==> config.mk <==
export PLATFORM = sky130hd
export DESIGN_NAME = port_mode_mux
export DESIGN_NICKNAME = d
export VERILOG_FILES = /design/src/rtl/port_reg_bank.v /design/src/rtl/port_mode_mux.v
export VERILOG_INCLUDE_DIRS = /design/src /design/src/inc
export SDC_FILE = /design/constraint.sdc
export NUM_CORES = 1
export LEC_CHECK = 0
export ABC_CLOCK_PERIOD_IN_PS = 1750
export BUFFER_PORTS_ARGS = -buffer_cell sky130_fd_sc_hd__buf_2
export CAP_MARGIN = 10
export CORE_MARGIN = 8
export CORE_UTILIZATION = 52
export DETAILED_ROUTE_END_ITERATION = 16
export GPL_TIMING_DRIVEN = 0
export MAX_ROUTING_LAYER = met4
export PLACE_DENSITY = 0.76
export SLEW_MARGIN = 20
export SYNTH_ARGS = -nofsm -noshare
export SYNTH_HDL_FRONTEND = slang
export SYNTH_SLANG_ARGS = --single-unit
==> constraint.sdc <==
create_clock -name clk -period 1.75 [get_ports clk]
set_input_delay 0.2625 -clock clk [delete_from_list [all_inputs] [get_ports clk]]
set_output_delay 0.2625 -clock clk [all_outputs]
set_load 0.02 [all_outputs]
==> src/inc/port_mode_consts.vh <==
`ifndef PORT_MODE_CONSTS_VH
`define PORT_MODE_CONSTS_VH
`define PORT_W 8
`define PORTD_W 3
`define CFG_RESET 8'h00
`define PERIPH_BUF_BIT 7
`define BUS_MUX_GENERIC 2'h0
`define BUS_MUX_PAGED 2'h1
`define BUS_MUX_NARROW 2'h2
`define BUS_NONMUX 2'h3
`define REG_SEL_DOUT 2'h0
`define REG_SEL_DIR 2'h1
`define REG_SEL_CTRL 2'h2
`define REG_SEL_DRIVE 2'h3
`define NUM_PORTS 4
`endif

==> src/rtl/port_reg_bank.v <==
`include "port_mode_consts.vh"
// small bank of per-port byte registers, one write and one registered read
module port_reg_bank (
  input wire clk,
  input wire rst_n,
  input wire wrEn,
  input wire [1:0] wrPort,
  input wire [7:0] wrData,
  input wire [1:0] rdPort,
  output reg [7:0] rdData_ff,
  output wire [31:0] allData
);
  reg [7:0] mem_ff [0:3];
  genvar g;
  generate
    for (g = 0; g < `NUM_PORTS; g = g + 1) begin : gMem
      always @(posedge clk or negedge rst_n) begin
        if (!rst_n) begin
          mem_ff[g] <= `CFG_RESET;
        end else if (wrEn && wrPort == g) begin
          mem_ff[g] <= wrData;
        end
      end
      assign allData[g*8+7:g*8] = mem_ff[g];
    end
  endgenerate
  always @(posedge clk or negedge rst_n) begin
    if (!rst_n) begin
      rdData_ff <= `CFG_RESET;
    end else begin
      rdData_ff <= mem_ff[rdPort];
    end
  end
endmodule

==> src/rtl/port_mode_mux.v <==
`include "port_mode_consts.vh"
module port_mode_mux (
  input wire clk,
  input wire rst_n,
  input wire hostWr,
  input wire [1:0] hostRegSel,
  input wire [1:0] hostPort,
  input wire [7:0] hostWrData,
  input wire hostRd,
  input wire [1:0] hostRdSrc,
  output reg [7:0] hostRdData_ff,
  input wire [7:0] hostDataOut,
  output reg [7:0] hostDataIn_ff,
  input wire hostDataDrive,
  input wire [7:0] peripheral_mode_reg,
  input wire periph_select_a,
  input wire periph_select_b,
  input wire [1:0] busType,
  input wire dataPortCfg,
  input wire [15:0] hostAddr,
  input wire address_latch_strobe,
  input wire [31:0] arrayAssign,
  input wire [31:0] arrayOe,
  input wire [31:0] addrInCfg,
  input wire [7:0] macrocell_group_one_a,
  input wire [7:0] macrocell_group_one_b,
  input wire [7:0] macrocell_group_two_b,
  input wire [7:0] macrocell_group_two_c,
  input wire [2:0] chipSelOut,
  input wire [2:0] scanSelect,
  input wire normalOp,
  output wire scanPinsEn,
  input wire [31:0] pinIn,
  output reg [31:0] pinOut_ff,
  output reg [31:0] pinOe_ff,
  output wire [31:0] arrayIn,
  output reg [31:0] input_macrocell_ff,
  output wire [31:0] driveSel
);
  wire [31:0] doutAll;
  wire [31:0] dirAll;
  wire [31:0] ctrlAll;
  reg [31:0] pinS1_ff;
  reg [31:0] pinS2_ff;
  reg [31:0] pinS3_ff;
  reg [31:0] pinStable_ff;
  reg strobeS1_ff;
  reg strobeS2_ff;
  reg strobeS3_ff;
  reg strobeStable_ff;
  reg strobePrev_ff;
  reg [15:0] addrLatch_ff;
  reg [31:0] nxt_pinOut;
  reg [31:0] nxt_pinOe;
  wire strobeRise;
  wire periphMode;
  wire periphActive;
  wire [31:0] dirEff;
  wire [7:0] ctrlWrMask;
  reg [15:0] addrOut;

  // write strobe aimed at one register kind
  function wr_hit;
    input wr;
    input [1:0] sel;
    input [1:0] want;
    begin
      wr_hit = wr && (sel == want);
    end
  endfunction

  // ports three and four have no mode-select; writes there store zero
  assign ctrlWrMask = (hostPort == 2'h0 || hostPort == 2'h1) ? 8'hFF : 8'h00;

  // host reads use the flat copies, so the banks' registered read ports stay unused
  port_reg_bank uDout (
    .clk(clk),
    .rst_n(rst_n),
    .wrEn(wr_hit(hostWr, hostRegSel, `REG_SEL_DOUT)),
    .wrPort(hostPort),
    .wrData(hostWrData),
    .rdPort(hostPort),
    .rdData_ff(),
    .allData(doutAll)
  );

  port_reg_bank uDir (
    .clk(clk),
    .rst_n(rst_n),
    .wrEn(wr_hit(hostWr, hostRegSel, `REG_SEL_DIR)),
    .wrPort(hostPort),
    .wrData(hostWrData),
    .rdPort(hostPort),
    .rdData_ff(),
    .allData(dirAll)
  );

  // only ports one and two keep control bits; the mask stores zero elsewhere
  port_reg_bank uCtrl (
    .clk(clk),
    .rst_n(rst_n),
    .wrEn(wr_hit(hostWr, hostRegSel, `REG_SEL_CTRL)),
    .wrPort(hostPort),
    .wrData(hostWrData & ctrlWrMask),
    .rdPort(hostPort),
    .rdData_ff(),
    .allData(ctrlAll)
  );

  // drive select only feeds the pad cells; this block never reads it
  port_reg_bank uDrv (
    .clk(clk),
    .rst_n(rst_n),
    .wrEn(wr_hit(hostWr, hostRegSel, `REG_SEL_DRIVE)),
    .wrPort(hostPort),
    .wrData(hostWrData),
    .rdPort(hostPort),
    .rdData_ff(),
    .allData(driveSel)
  );

  // pin and strobe synchronisers; only stages two and three are compared
  always @(posedge clk or negedge rst_n) begin
    if (!rst_n) begin
      pinS1_ff <= 32'h00000000;
      pinS2_ff <= 32'h00000000;
      pinS3_ff <= 32'h00000000;
      strobeS1_ff <= 1'b0;
      strobeS2_ff <= 1'b0;
      strobeS3_ff <= 1'b0;
      strobeStable_ff <= 1'b0;
      strobePrev_ff <= 1'b0;
    end else begin
      pinS1_ff <= pinIn;
      pinS2_ff <= pinS1_ff;
      pinS3_ff <= pinS2_ff;
      strobeS1_ff <= address_latch_strobe;
      strobeS2_ff <= strobeS1_ff;
      strobeS3_ff <= strobeS2_ff;
      if (strobeS2_ff == strobeS3_ff) begin
        strobeStable_ff <= strobeS2_ff;
      end
      strobePrev_ff <= strobeStable_ff;
    end
  end
  // edge taken from the agreed level, so a strobe shorter than two clocks is lost
  assign strobeRise = strobeStable_ff && !strobePrev_ff;
  assign arrayIn = pinStable_ff;

  // a pin level is taken, rising or falling, only once stages two and three agree
  genvar b;
  generate
    for (b = 0; b < 32; b = b + 1) begin : gPinDeb
      always @(posedge clk or negedge rst_n) begin
        if (!rst_n) begin
          pinStable_ff[b] <= 1'b0;
        end else if (pinS2_ff[b] == pinS3_ff[b]) begin
          pinStable_ff[b] <= pinS2_ff[b];
        end
      end
    end
  endgenerate

  // address inputs and the output address latch both capture on the strobe
  // hostAddr must be steady around the strobe; it is not synchronised here
  always @(posedge clk or negedge rst_n) begin
    if (!rst_n) begin
      input_macrocell_ff <= 32'h00000000;
      addrLatch_ff <= 16'h0000;
    end else if (strobeRise) begin
      input_macrocell_ff <= (input_macrocell_ff & ~addrInCfg) | (pinStable_ff & addrInCfg);
      addrLatch_ff <= hostAddr;
    end
  end

  // nibble placement per bus type: {port two, port one}
  always @* begin
    case (busType)
      `BUS_MUX_PAGED: begin
        addrOut = {addrLatch_ff[15:8], 8'h00};
      end
      `BUS_MUX_NARROW: begin
        // a7-a4 on the high nibble of port one, a11-a8 on the low nibble of port two
        addrOut = {4'h0, addrLatch_ff[11:8], addrLatch_ff[7:4], 4'h0};
      end
      `BUS_NONMUX: begin
        addrOut = {addrLatch_ff[7:0], 8'h00};
      end
      default: begin
        addrOut = {addrLatch_ff[7:0], addrLatch_ff[7:0]};
      end
    endcase
  end

  // port four keeps only three direction bits
  assign dirEff = {5'h00, dirAll[26:24], dirAll[23:0]};
  assign periphMode = peripheral_mode_reg[`PERIPH_BUF_BIT];
  assign periphActive = periph_select_a || periph_select_b;
  assign scanPinsEn = (|scanSelect) && !normalOp;

  integer i;
  always @* begin
    nxt_pinOut = 32'h00000000;
    nxt_pinOe = 32'h00000000;
    for (i = 0; i < 32; i = i + 1) begin
      // default cpu-mapped i/o, enable is direction or array oe
      nxt_pinOut[i] = doutAll[i];
      nxt_pinOe[i] = dirEff[i] | arrayOe[i];
      // address out needs its control bit; the enable still wants dir or the oe term
      if (i < 16 && ctrlAll[i]) begin
        nxt_pinOut[i] = addrOut[i];
        nxt_pinOe[i] = arrayOe[i] | (dirEff[i] & ctrlAll[i]);
      end
      if (arrayAssign[i]) begin
        // fixed array assignment wins over cpu and address modes; peripheral mode still takes port one
        if (i < 8) begin
          nxt_pinOut[i] = macrocell_group_one_a[i];
        end else if (i < 16) begin
          nxt_pinOut[i] = macrocell_group_one_b[i-8] | macrocell_group_two_b[i-8];
        end else if (i < 24) begin
          nxt_pinOut[i] = macrocell_group_two_c[i-16];
        end else if (i < 27) begin
          nxt_pinOut[i] = chipSelOut[i-24];
        end
        nxt_pinOe[i] = arrayOe[i] | dirEff[i];
      end
      // pins above bit 26 do not exist on port four; keep them released
      if (i > 26) begin
        nxt_pinOe[i] = 1'b0;
      end
      // data bus mode is fixed configuration, so it beats peripheral and cpu modes
      if (i < 8 && dataPortCfg) begin
        nxt_pinOut[i] = hostDataOut[i];
        nxt_pinOe[i] = hostDataDrive;
      end
      // released unless a select equation claims the buffer while hostDataDrive is set
      if (i < 8 && periphMode && !dataPortCfg) begin
        nxt_pinOut[i] = hostDataOut[i];
        nxt_pinOe[i] = periphActive && hostDataDrive;
      end
      if (i >= 16 && i < 24 && scanPinsEn) begin
        // scan logic owns port three while programming
        nxt_pinOe[i] = 1'b0;
      end
    end
  end

  // reads return register contents as of the cycle in which hostRd is seen
  always @(posedge clk or negedge rst_n) begin
    if (!rst_n) begin
      pinOut_ff <= 32'h00000000;
      pinOe_ff <= 32'h00000000;
      hostDataIn_ff <= 8'h00;
      hostRdData_ff <= 8'h00;
    end else begin
      pinOut_ff <= nxt_pinOut;
      pinOe_ff <= nxt_pinOe;
      // port one pin level feeds the host data bus in data and peripheral modes
      hostDataIn_ff <= pinStable_ff[7:0];
      if (hostRd) begin
        case (hostRdSrc)
          2'h0: begin
            hostRdData_ff <= pinStable_ff[hostPort*8 +: 8];
          end
          2'h1: begin
            hostRdData_ff <= doutAll[hostPort*8 +: 8];
          end
          2'h2: begin
            if (hostPort == 2'h3) begin
              hostRdData_ff <= dirAll[31:24] & 8'h07;
            end else begin
              hostRdData_ff <= dirAll[hostPort*8 +: 8];
            end
          end
          default: begin
            hostRdData_ff <= ctrlAll[hostPort*8 +: 8];
          end
        endcase
      end
    end
  end
endmodule

==> results of run 1 <==
## sequential cells by signal, indices dropped and copies added, names as in the netlist, named ones only
signal / count
addrLatch_ff: 16
arrayIn: 32
hostDataIn_ff: 8
hostRdData_ff: 8
pinOe_ff: 27
pinOut_ff: 32
pinS1_ff: 32
pinS2_ff: 32
pinS3_ff: 32
strobePrev_ff: 1
strobeS1_ff: 1
strobeS2_ff: 1
strobeS3_ff: 1
strobeStable_ff: 1
uCtrl.allData: 32
uDir.allData: 27
uDout.allData: 32
uDrv.allData: 32
## synth_stat cells, drive strengths merged (3+ instances only)
cell     number  share of area [%]
mux4          3               0.48
clkbuf       15               0.41
a311o         4               0.28
nand3b        6               0.32
mux2i        38                2.7
buf          25                1.2
a221oi        3               0.19
inv           5               0.13
nand2        72                1.9
nor2b        29                1.3
nand2b        7               0.41
o211ai       11               0.58
nor3          5               0.41
nand4b        4               0.25
mux2        182                 15
o22ai         7               0.31
or3           4               0.18
maj3         33                2.3
a21oi         8               0.28
a311oi        4               0.25
a22o          3               0.19
or2          12               0.53
o21ai        29                1.0
dfrtp       379                 67
nor2         44                1.3
a22oi         5               0.26
o2bb2ai       8               0.49
o31ai         7               0.37
nand3         5               0.18
## worst max-delay path: stages, from the launching register on
cell and delay [ns]:
dfrtp_1 0.47, mux2_4 0.30, mux2i_1 0.28, o22ai_1 0.13, or3_1 0.38
## repair_timing
item                                    CTS  global route
hold buffers                            108             0
endpoints found under the hold margin   124             0
gates resized for setup                   2             1
endpoints found under the setup margin   20             2
## how the worst min path moves through the flow
stage / start / to / slack, ns / cells after the start
6_report: arrayOe[2] / pinOe_ff[2]$_DFF_PN0_ / 0.02 / 3
5_1_grt: arrayAssign[19] / pinOut_ff[19]$_DFF_PN0_ / 0.009 / 2
4_1_cts: arrayOe[6] / pinOe_ff[6]$_DFF_PN0_ / 0.007 / 3
3_5_place_dp: rst_n / pinS1_ff[27]$_DFF_PN0_ / 0.15 / 1
3_3_place_gp: pinS1_ff[9]$_DFF_PN0_ / pinS2_ff[9]$_DFF_PN0_ / 0.33 / 0
2_1_floorplan: rst_n / asynchronous set/reset pin / -0.03 / 0
## through the flow
| step | TNS (ns) | hold slack [ns] |
|---|---|---|
| after floorplan | 0 | -0.0331 |
| after global placement | -2562.43 | 0.332 |
| after detailed placement | -5.48 | 0.149 |
| after CTS | 0 | 0.00750 |
| after global routing | 0 | 0.00936 |
| final | 0 | 0.0192 |
## routing by layer
layer | routed length [um] | up-vias | track usage (%)
met2 | 22100 | 391 | 45.2
met3 | 2470 | 101 | 4.93
met4 | 1600 | 0 | 10.8
met5 | 0 | - | -
li1 | - | 4447 | -
met1 | 17300 | 5114 | 32.2
## logic make-up (layout without fill, tap and decap cells)
| family | count (synthesis) | count (layout) | share of synthesized area (%) |
|---|---|---|---|
| fa+ha+maj | 33 | 33 | 2.33 |
| flops | 379 | 379 | 66.8 |
| simple gates | 191 | 191 | 6.97 |
| xor+xnor | 2 | 2 | 0.123 |
| mux | 223 | 223 | 17.7 |
| other cells | 1 | 10 | 0.0264 |
| buf+inv | 45 | 598 | 1.75 |
| compound gates | 91 | 91 | 4.34 |
## area by class of cell
type                    count  area, um^2
diodes                      5        12.5
plain buffers              40         235
clock buffers              58        1210
clock inverters            10        80.1
fillers                  1836        7860
inverters                   5        18.8
multi-input cells         545        4480
flip-flops and latches    379        9480
well taps                 341         427
repair buffers            485        3070
## power by group
group | internal (W) | leakage, nW | switching [W]
clock network | 0.00492 | 0.639 | 0.00332
registers | 0.0101 | 4.55 | 0.000933
logic | 0.00207 | 3.84 | 0.00255
total | 0.0171 | 9.02 | 0.00680
==> metrics.yaml, run 1 <==
layout_setup_ws_ns: 0.0710
fin_cells: 1868
drc_errors: 0
crit_fanout: 4
cts_max_level: 2
r2r-start: "arrayIn[9]$_DFFE_PN0N_"
final-max-slew-violation-count: 0
hpwl_mm: 30.3
via_per_inst: 5.38
dp_slack_ns: -0.289
yosysWarnings: 0
grt_usage_pct: 27.0
path_clk_slew_ns: 0.06
critPathKind: "flip-flop to flip-flop"
avgSynthCellArea_um2: 14.7
cp-start-kind: "flip-flop"
tightest_slew_ns: 0.966
drtPass1Iterations: 5
fmax_mhz: 596
utilization_pct: 70.8
maxCapViolations: 0
insertion_delay_ns: 0.52
outcome: "finished, final reports clean"
yosysSeqAreaShare_pct: 66.8
hold_viol_final: 0
cellPowerDensity_nw_per_um2: 1260
fin_area_um2: 19000
gp_congestion: 0.913
port-buffer-count: 373
antenna_found_initial: 5
syn_area_um2: 14200
reg2reg_slack_ns: 0.07
critPathArrivalTime_ns: 2.08
grt_pass1_wl_mm: 65.9
drive_gt1_share_pct: 43.9
crit_start: "arrayIn[9]$_DFFE_PN0N_"
die_area_um2: 32800
yosysUniqueCellTypes: 49
area_delta_synth_final_pct: 33.9
core_area_um2: 26900
die_x_um: 181
cp.required_ns: 2.15
fin_crit_sh_pct: 95.9
vdd_ir_drop_max_v: 0.000989
grt-ovfl-total: 0
rows: 60
mostFrequentLayoutCell: "buf_2"
wl_per_cell_um: 23.3
async_flop_share_pct: 100
synth_cells: 965
finalNetCount: 1719
ys_ff_latch: 379
vias: 10100
crit_path_end: "hostRdData_ff[1]$_DFFE_PN0P_"
clockBufferDepth: 3
synthFlopType: "dfrtp_1"
clkSinkCount: 379
grt_pass1_vias: 11100
die_h_um: 181
cts_tree: "built"
routed_wl_mm: 43.5
total_power_w: 0.0239
ant_nets: 0
placed_cells: 1687
rsz0062_at_grt: "no"
drtIter0Drc: 707
finalSetupViolCount: 0
min_period_ns: 1.68
io_pins: 401
reg2reg_depth: 4
fin_worst_skew_ns: 0.0100
grt_max_degree: 102
root_buffer: "clkbuf_16"
total_leakage_power_nw: 9.02
synth_edf_count: 0
maxSlewHeadroom_pct: 35.1
layout_common_cells: "buf_2, dfrtp_1, mux2_2"
reg2reg_to: "hostRdData_ff[1]$_DFFE_PN0P_"
start_util_pct: 52.8
end_kind: "flip-flop"
timing.hold.worst.class: "input port to flip-flop"
dpl-instance-area_um2: 16600
numCtsBuffers: 39
postCtsSetupBuffers: 0
No activity file was read; power rests on OpenSTA's default activity.
==> run 2, diff against run 1 <==
--- a/config.mk
+++ b/config.mk
@@ -6,15 +6,17 @@
 export SDC_FILE = /design/constraint.sdc
 export NUM_CORES = 1
 export LEC_CHECK = 0
-export ABC_CLOCK_PERIOD_IN_PS = 1750
+export ABC_CLOCK_PERIOD_IN_PS = 1810
 export BUFFER_PORTS_ARGS = -buffer_cell sky130_fd_sc_hd__buf_2
 export CAP_MARGIN = 10
+export CELL_PAD_IN_SITES_DETAIL_PLACEMENT = 1
+export CELL_PAD_IN_SITES_GLOBAL_PLACEMENT = 2
 export CORE_MARGIN = 8
-export CORE_UTILIZATION = 52
+export CORE_UTILIZATION = 35
 export DETAILED_ROUTE_END_ITERATION = 16
 export GPL_TIMING_DRIVEN = 0
 export MAX_ROUTING_LAYER = met4
-export PLACE_DENSITY = 0.76
+export PLACE_DENSITY = 0.75
 export SLEW_MARGIN = 20
 export SYNTH_ARGS = -nofsm -noshare
 export SYNTH_HDL_FRONTEND = slang
==> constraint.sdc (replaced) <==
create_clock -name clk -period 1.81 [get_ports clk]
set_input_delay 0.2715 -clock clk [delete_from_list [all_inputs] [get_ports clk]]
set_output_delay 0.2715 -clock clk [all_outputs]
set_load 0.02 [all_outputs]
==> metrics.yaml, run 2 (synthesis gave the netlist of run 1 again) <==
outcome: "finished, final reports clean"
cts_tree: "built"
finalSetupViolCount: 0  # unchanged
dpl-instance-area_um2: 16900  # +1.5%
io_pins: 401  # unchanged
vdd_ir_drop_max_v: 0.000712  # -28%
cts_max_level: 2  # unchanged
gp_congestion: 0.843  # -7.6%
drc_errors: 0  # unchanged
rows: 73  # +22%
seq_area_um2: 9480  # unchanged
hpwl_mm: 34.6  # +14%
reg2reg_to: "hostRdData_ff[1]$_DFFE_PN0P_"
fillers: 4086  # +120%
antenna_found_initial: 5  # unchanged
die_area_um2: 47300  # +44%
layout_setup_ws_ns: 0.0920  # +0.0211 ns
numCtsBuffers: 44  # +13%
path_clk_slew_ns: 0.06  # about the same
rsz0062_at_grt: "no"
clkSinkCount: 379  # unchanged
drtIter0Drc: 508  # -28%
final-max-slew-violation-count: 0  # unchanged
total_power_w: 0.0246  # +3.0%
cp-start-kind: "flip-flop"
grt_pass1_wl_mm: 72.1  # +9.5%
maxSlewHeadroom_pct: 32.4  # -2.7 points
min_path_cells: 3  # unchanged
finalNetCount: 1760  # +2.4%
fin_worst_skew_ns: 0.0206  # +0.0106 ns
maxCapViolations: 0  # unchanged
cellPowerDensity_nw_per_um2: 1240  # -1.6%
cp.required_ns: 2.24  # +0.09 ns
drtPass1Iterations: 4  # -1
reg2reg_slack_ns: 0.09  # +0.02 ns
reg2reg_depth: 4  # unchanged
tightest_slew_ns: 1.00  # +0.0375 ns
root_buffer: "clkbuf_16"
multi_input_area_um2: 4490  # +0.17%
critPathKind: "flip-flop to flip-flop"
die_h_um: 217  # +20%
critPathArrivalTime_ns: 2.15  # +0.07 ns
crit_fanout: 4  # unchanged
fmax_mhz: 582  # -2.3%
port-buffer-count: 373  # unchanged
ant_nets: 0  # unchanged
dp_slack_ns: -0.315  # -0.0255 ns
vias: 10000  # -0.21%
timing.hold.worst.class: "input port to flip-flop"
grt-ovfl-total: 0  # unchanged
layout_common_cells: "buf_2, dfrtp_1, mux2_2"
routed_wl_mm: 47.1  # +8.5%
grt_max_degree: 82  # -20%
min_period_ns: 1.72  # +0.0389 ns
area_delta_synth_final_pct: 40.2
worstHoldStart: "addrInCfg[14]"
wl_per_cell_um: 22.4  # -3.6%
end_kind: "flip-flop"
drive_gt1_share_pct: 43.6  # -0.25 points
postCtsSetupBuffers: 0  # unchanged
fin_area_um2: 19900  # +4.7%
die_x_um: 217  # +20%
r2r-start: "arrayIn[9]$_DFFE_PN0N_"
grt_pass1_vias: 11600  # +4.6%
fin_crit_sh_pct: 94.9  # -1.0 points
hold_viol_final: 0  # unchanged
via_per_inst: 4.77  # -11%
clockBufferDepth: 3  # unchanged
total_leakage_power_nw: 9.32  # +3.4%
insertion_delay_ns: 0.57  # +0.05 ns
start_util_pct: 35.6  # -17 points
core_area_um2: 39900  # +49%
grt_usage_pct: 20.7  # -6.3 points
## run 2: cell count changes in the layout (fill, tap and decap cells not counted), moves of 2 or more
cell,previous run,this run
buf_2,381,379
bufinv_16,1,5
clkbuf_1,18,16
clkbuf_16,41,45
clkinv_2,7,12
dlygate4sd3_1,108,143
inv_6,0,3
## run 2: layout make-up
cell class                 instances  area share [%]
multi-input combinational        545            22.5
clock inverter                    22            1.26
timing repair buffer             521            17.3
clock buffer                      60            6.54
sequential                       379            47.6
buffer                            40            1.23
tap                              525            3.30
antenna                            6          0.0754
inverter                           5          0.0943
## run 2: metal layers
layer,global-route usage (%),wire (um)
met5,-,0
met2,33.9,23400
met1,25.3,19700
met4,6.04,1330
met3,5.01,2710
## run 2: through the flow
stage          instances  utilization, %  setup TNS [ns]  hold slack [ns]
5_1_grt             2102            49.9               0          0.00884
3_5_place_dp        1872            42.3           -4.37            0.214
4_1_cts             2097            49.8               0         0.000226
2_1_floorplan        969               -               0          -0.0241
6_report            2103            49.9               0           0.0364
3_3_place_gp        1867            41.9        -2680.13            0.332
## run 2: timing repair
item	in CTS	in global routing
cloned	0	0
pin swaps	0	0
hold buffers	143	0
resized for setup	2	6
setup endpoints to repair	10	77
endpoints found under the hold margin	186	0
## run 2: where the power goes
part           switching [W]  leakage (nW)  internal (W)
Combinational        0.00252          4.00       0.00208
Clock                0.00360         0.776       0.00576
Sequential          0.000888          4.55       0.00976
Total                0.00701          9.32        0.0176
## run 2: worst max-delay path, stage by stage (launching register included)
cell     delay, ns
dfrtp_1       0.47
mux2_4        0.30
mux2i_1       0.31
o22ai_1       0.15
or3_1         0.38
## run 2: how the worst max path moves through the flow
| stage | from | to | cells past startpoint |
|---|---|---|---|
| after floorplan | hostPort[0] | hostRdData_ff[0]$_DFFE_PN0P_ | 4 |
| after global placement | rst_n | pinOe_ff[13]$_DFF_PN0_ | 1 |
| after detailed placement | peripheral_mode_reg[7] | pinOut_ff[5]$_DFF_PN0_ | 6 |
| after CTS | strobeStable_ff$_DFFE_PN0N_ | addrLatch_ff[9]$_DFFE_PN0P_ | 4 |
| after global routing | strobeStable_ff$_DFFE_PN0N_ | flip-flop | 5 |
| final | arrayIn[9]$_DFFE_PN0N_ | hostRdData_ff[1]$_DFFE_PN0P_ | 4 |
==> run 3, diff against run 2 <==
--- a/config.mk
+++ b/config.mk
@@ -15,7 +15,6 @@
 export CORE_UTILIZATION = 35
 export DETAILED_ROUTE_END_ITERATION = 16
 export GPL_TIMING_DRIVEN = 0
-export MAX_ROUTING_LAYER = met4
 export PLACE_DENSITY = 0.75
 export SLEW_MARGIN = 20
 export SYNTH_ARGS = -nofsm -noshare
==> constraint.sdc (replaced) <==
create_clock -name clk -period 1.81 [get_ports clk]
set_input_delay 0.2715 -clock clk [delete_from_list [all_inputs] [get_ports clk]]
set_output_delay 0.2715 -clock clk [all_outputs]
set_load 0.01 [all_outputs]
==> metrics.yaml, run 3 (synthesis gave the netlist of run 1 again) <==
critPathArrivalTime_ns: 2.17  # +0.02 ns
cts_tree: "built"
reg2reg_depth: 4  # unchanged
total_leakage_power_nw: 9.32  # about the same
hpwl_mm: 34.6  # unchanged
cp.required_ns: 2.25  # about the same
cts_max_level: 2  # unchanged
p_comb_share_pct: 16.8  # -1.9 points
drtPass1Iterations: 4  # unchanged
core_area_um2: 39900  # unchanged
drive_gt1_share_pct: 43.6  # unchanged
switching_share_pct: 26.8  # -1.7 points
p_seq_share_pct: 44.3  # +1.0 points
fin_cells: 2099  # -0.19%
grt_usage_pct: 20.1  # -0.59 points
worstHoldStart: "addrInCfg[14]"
met3_usage_pct: 5.58  # +0.57 points
dp_slack_ns: -0.315  # unchanged
end_kind: "flip-flop"
cp_cell_sequence: "mux2_4 -> mux2i_1 -> o22ai_1 -> or3_1"
die_h_um: 217  # unchanged
fmax_mhz: 577  # -0.86%
numCtsBuffers: 44  # unchanged
grt_pass1_vias: 11600  # -0.18%
power_frac_clock_pct: 38.9  # +0.9 points
start_util_pct: 35.6  # unchanged
area_delta_synth_final_pct: 40.2  # about the same
die_area_um2: 47300  # unchanged
vias: 10000  # +0.070%
switchingPower_w: 0.00645  # -7.9%
routed_wl_mm: 47.1  # about the same
gp_congestion: 0.831  # -1.5%
drtIter0Drc: 520  # +2.4%
finalSetupViolCount: 0  # unchanged
reg2reg_to: "hostRdData_ff[1]$_DFFE_PN0P_"
maxSlewHeadroom_pct: 32.0  # -0.41 points
drc_errors: 0  # unchanged
cp-start-kind: "flip-flop"
grt_pass1_wl_mm: 72.2  # about the same
min_path_cells: 3  # unchanged
clkSinkCount: 379  # unchanged
antenna_found_initial: 5  # unchanged
ant_nets: 0  # unchanged
top_usage_layer: "met2"
finalNetCount: 1760  # unchanged
port-buffer-count: 373  # unchanged
met2_usage_pct: 34.0  # +0.063 points
fin_crit_sh_pct: 95.7  # +0.82 points
total_power_w: 0.0241  # -2.3%
outcome: "finished, final reports clean"
clockBufferDepth: 3  # unchanged
met1_usage_pct: 24.9  # -0.37 points
grt-ovfl-total: 0  # unchanged
path_clk_slew_ns: 0.06  # about the same
crit_fanout: 4  # unchanged
r2r-start: "arrayIn[9]$_DFFE_PN0N_"
via_per_inst: 4.78  # +0.26%
p_int_w: 0.0176  # about the same
hold_viol_final: 0  # unchanged
final-max-slew-violation-count: 0  # unchanged
postCtsSetupBuffers: 0  # unchanged
cellPowerDensity_nw_per_um2: 1210  # -2.2%
critPathKind: "flip-flop to flip-flop"
placed_cells: 1872  # unchanged
maxCapViolations: 0  # unchanged
grt_max_degree: 82  # unchanged
worst_path_max_delay_cell: "dfrtp_1"
die_x_um: 217  # unchanged
layout_common_cells: "buf_2, dfrtp_1, mux2_2"
root_buffer: "clkbuf_16"
timing.hold.worst.class: "input port to flip-flop"
utilization_pct: 49.9  # about the same
reg2reg_slack_ns: 0.08  # about the same
wl_per_cell_um: 22.5  # +0.17%
max_stage_delay_ns: 0.47  # about the same
vdd_ir_drop_max_v: 0.000703  # -1.2%
tightest_slew_ns: 1.01  # +0.00612 ns
fin_worst_skew_ns: 0.0174  # -0.00319 ns
layout_setup_ws_ns: 0.0771  # -0.0149 ns
min_period_ns: 1.73  # +0.0149 ns
io_pins: 401  # unchanged
rsz0062_at_grt: "no"
rows: 73  # unchanged
insertion_delay_ns: 0.57  # about the same
==> run 3: cell count changes in the layout (fill, tap and decap cells not counted) <==
cell and delta:
diode_2 -4
==> run 3: layer usage <==
metal	wire (um)	part of all wire (%)
met3	2880	6.1
met1	19500	41
met4	1310	2.8
met2	23400	50
met5	34	0.072
==> run 3: metrics by stage <==
step / setup TNS, ns / cell area, um^2 / hold slack (ns)
5_1_grt: 0 / 19900 / 0.00884
2_1_floorplan: 0 / 14200 / -0.0241
3_3_place_gp: -2680.13 / 16700 / 0.332
4_1_cts: 0 / 19900 / 0.000226
3_5_place_dp: -4.37 / 16900 / 0.214
6_report: 0 / 19900 / 0.0343
==> run 3: final cells by class <==
class | count | area [um^2]
diodes | 2 | 5.00
plain buffers | 40 | 244
clock buffers | 60 | 1300
clock inverters | 22 | 251
fillers | 4086 | 20000
inverters | 5 | 18.8
multi-input cells | 545 | 4490
flip-flops and latches | 379 | 9480
well taps | 525 | 657
repair buffers | 521 | 3450
==> run 3: worst max path at each step <==
stage,startpoint,to,slack (ns),cells past startpoint
6_report,arrayIn[9]$_DFFE_PN0N_,hostRdData_ff[1]$_DFFE_PN0P_,0.08,4
5_1_grt,strobeStable_ff$_DFFE_PN0N_,flip-flop,0.009,5
4_1_cts,strobeStable_ff$_DFFE_PN0N_,addrLatch_ff[9]$_DFFE_PN0P_,0.02,4
3_5_place_dp,peripheral_mode_reg[7],pinOut_ff[5]$_DFF_PN0_,-0.31,6
3_3_place_gp,rst_n,pinOe_ff[13]$_DFF_PN0_,-7.11,1
2_1_floorplan,hostPort[0],hostRdData_ff[0]$_DFFE_PN0P_,0.31,4
==> run 3: repair_timing <==
item / in CTS / in global routing
resized for setup: 2 / 6
hold buffers: 143 / 0
endpoints found under the hold margin: 186 / 0
pin swaps: 0 / 0
cloned: 0 / 0
setup endpoints to repair: 10 / 72
==> run 3: critical path, delay by kind of cell (launching register included) <==
kind,cells,cell delay (ns)
mux,2,0.61
flops,1,0.47
compound gates,1,0.15
simple gates,1,0.38
==> run 3: power groups by stage <==
| stage | clock (W) | sequential, W | combinational [W] |
|---|---|---|---|
| after floorplan | 0 | 0.0109 | 0.00163 |
| after global placement | 0 | 0.0108 | 0.00366 |
| after detailed placement | 0 | 0.0108 | 0.00378 |
| after CTS | 0.00963 | 0.0107 | 0.00410 |
| after global routing | 0.00999 | 0.0108 | 0.00439 |
| final | 0.00936 | 0.0107 | 0.00404 |
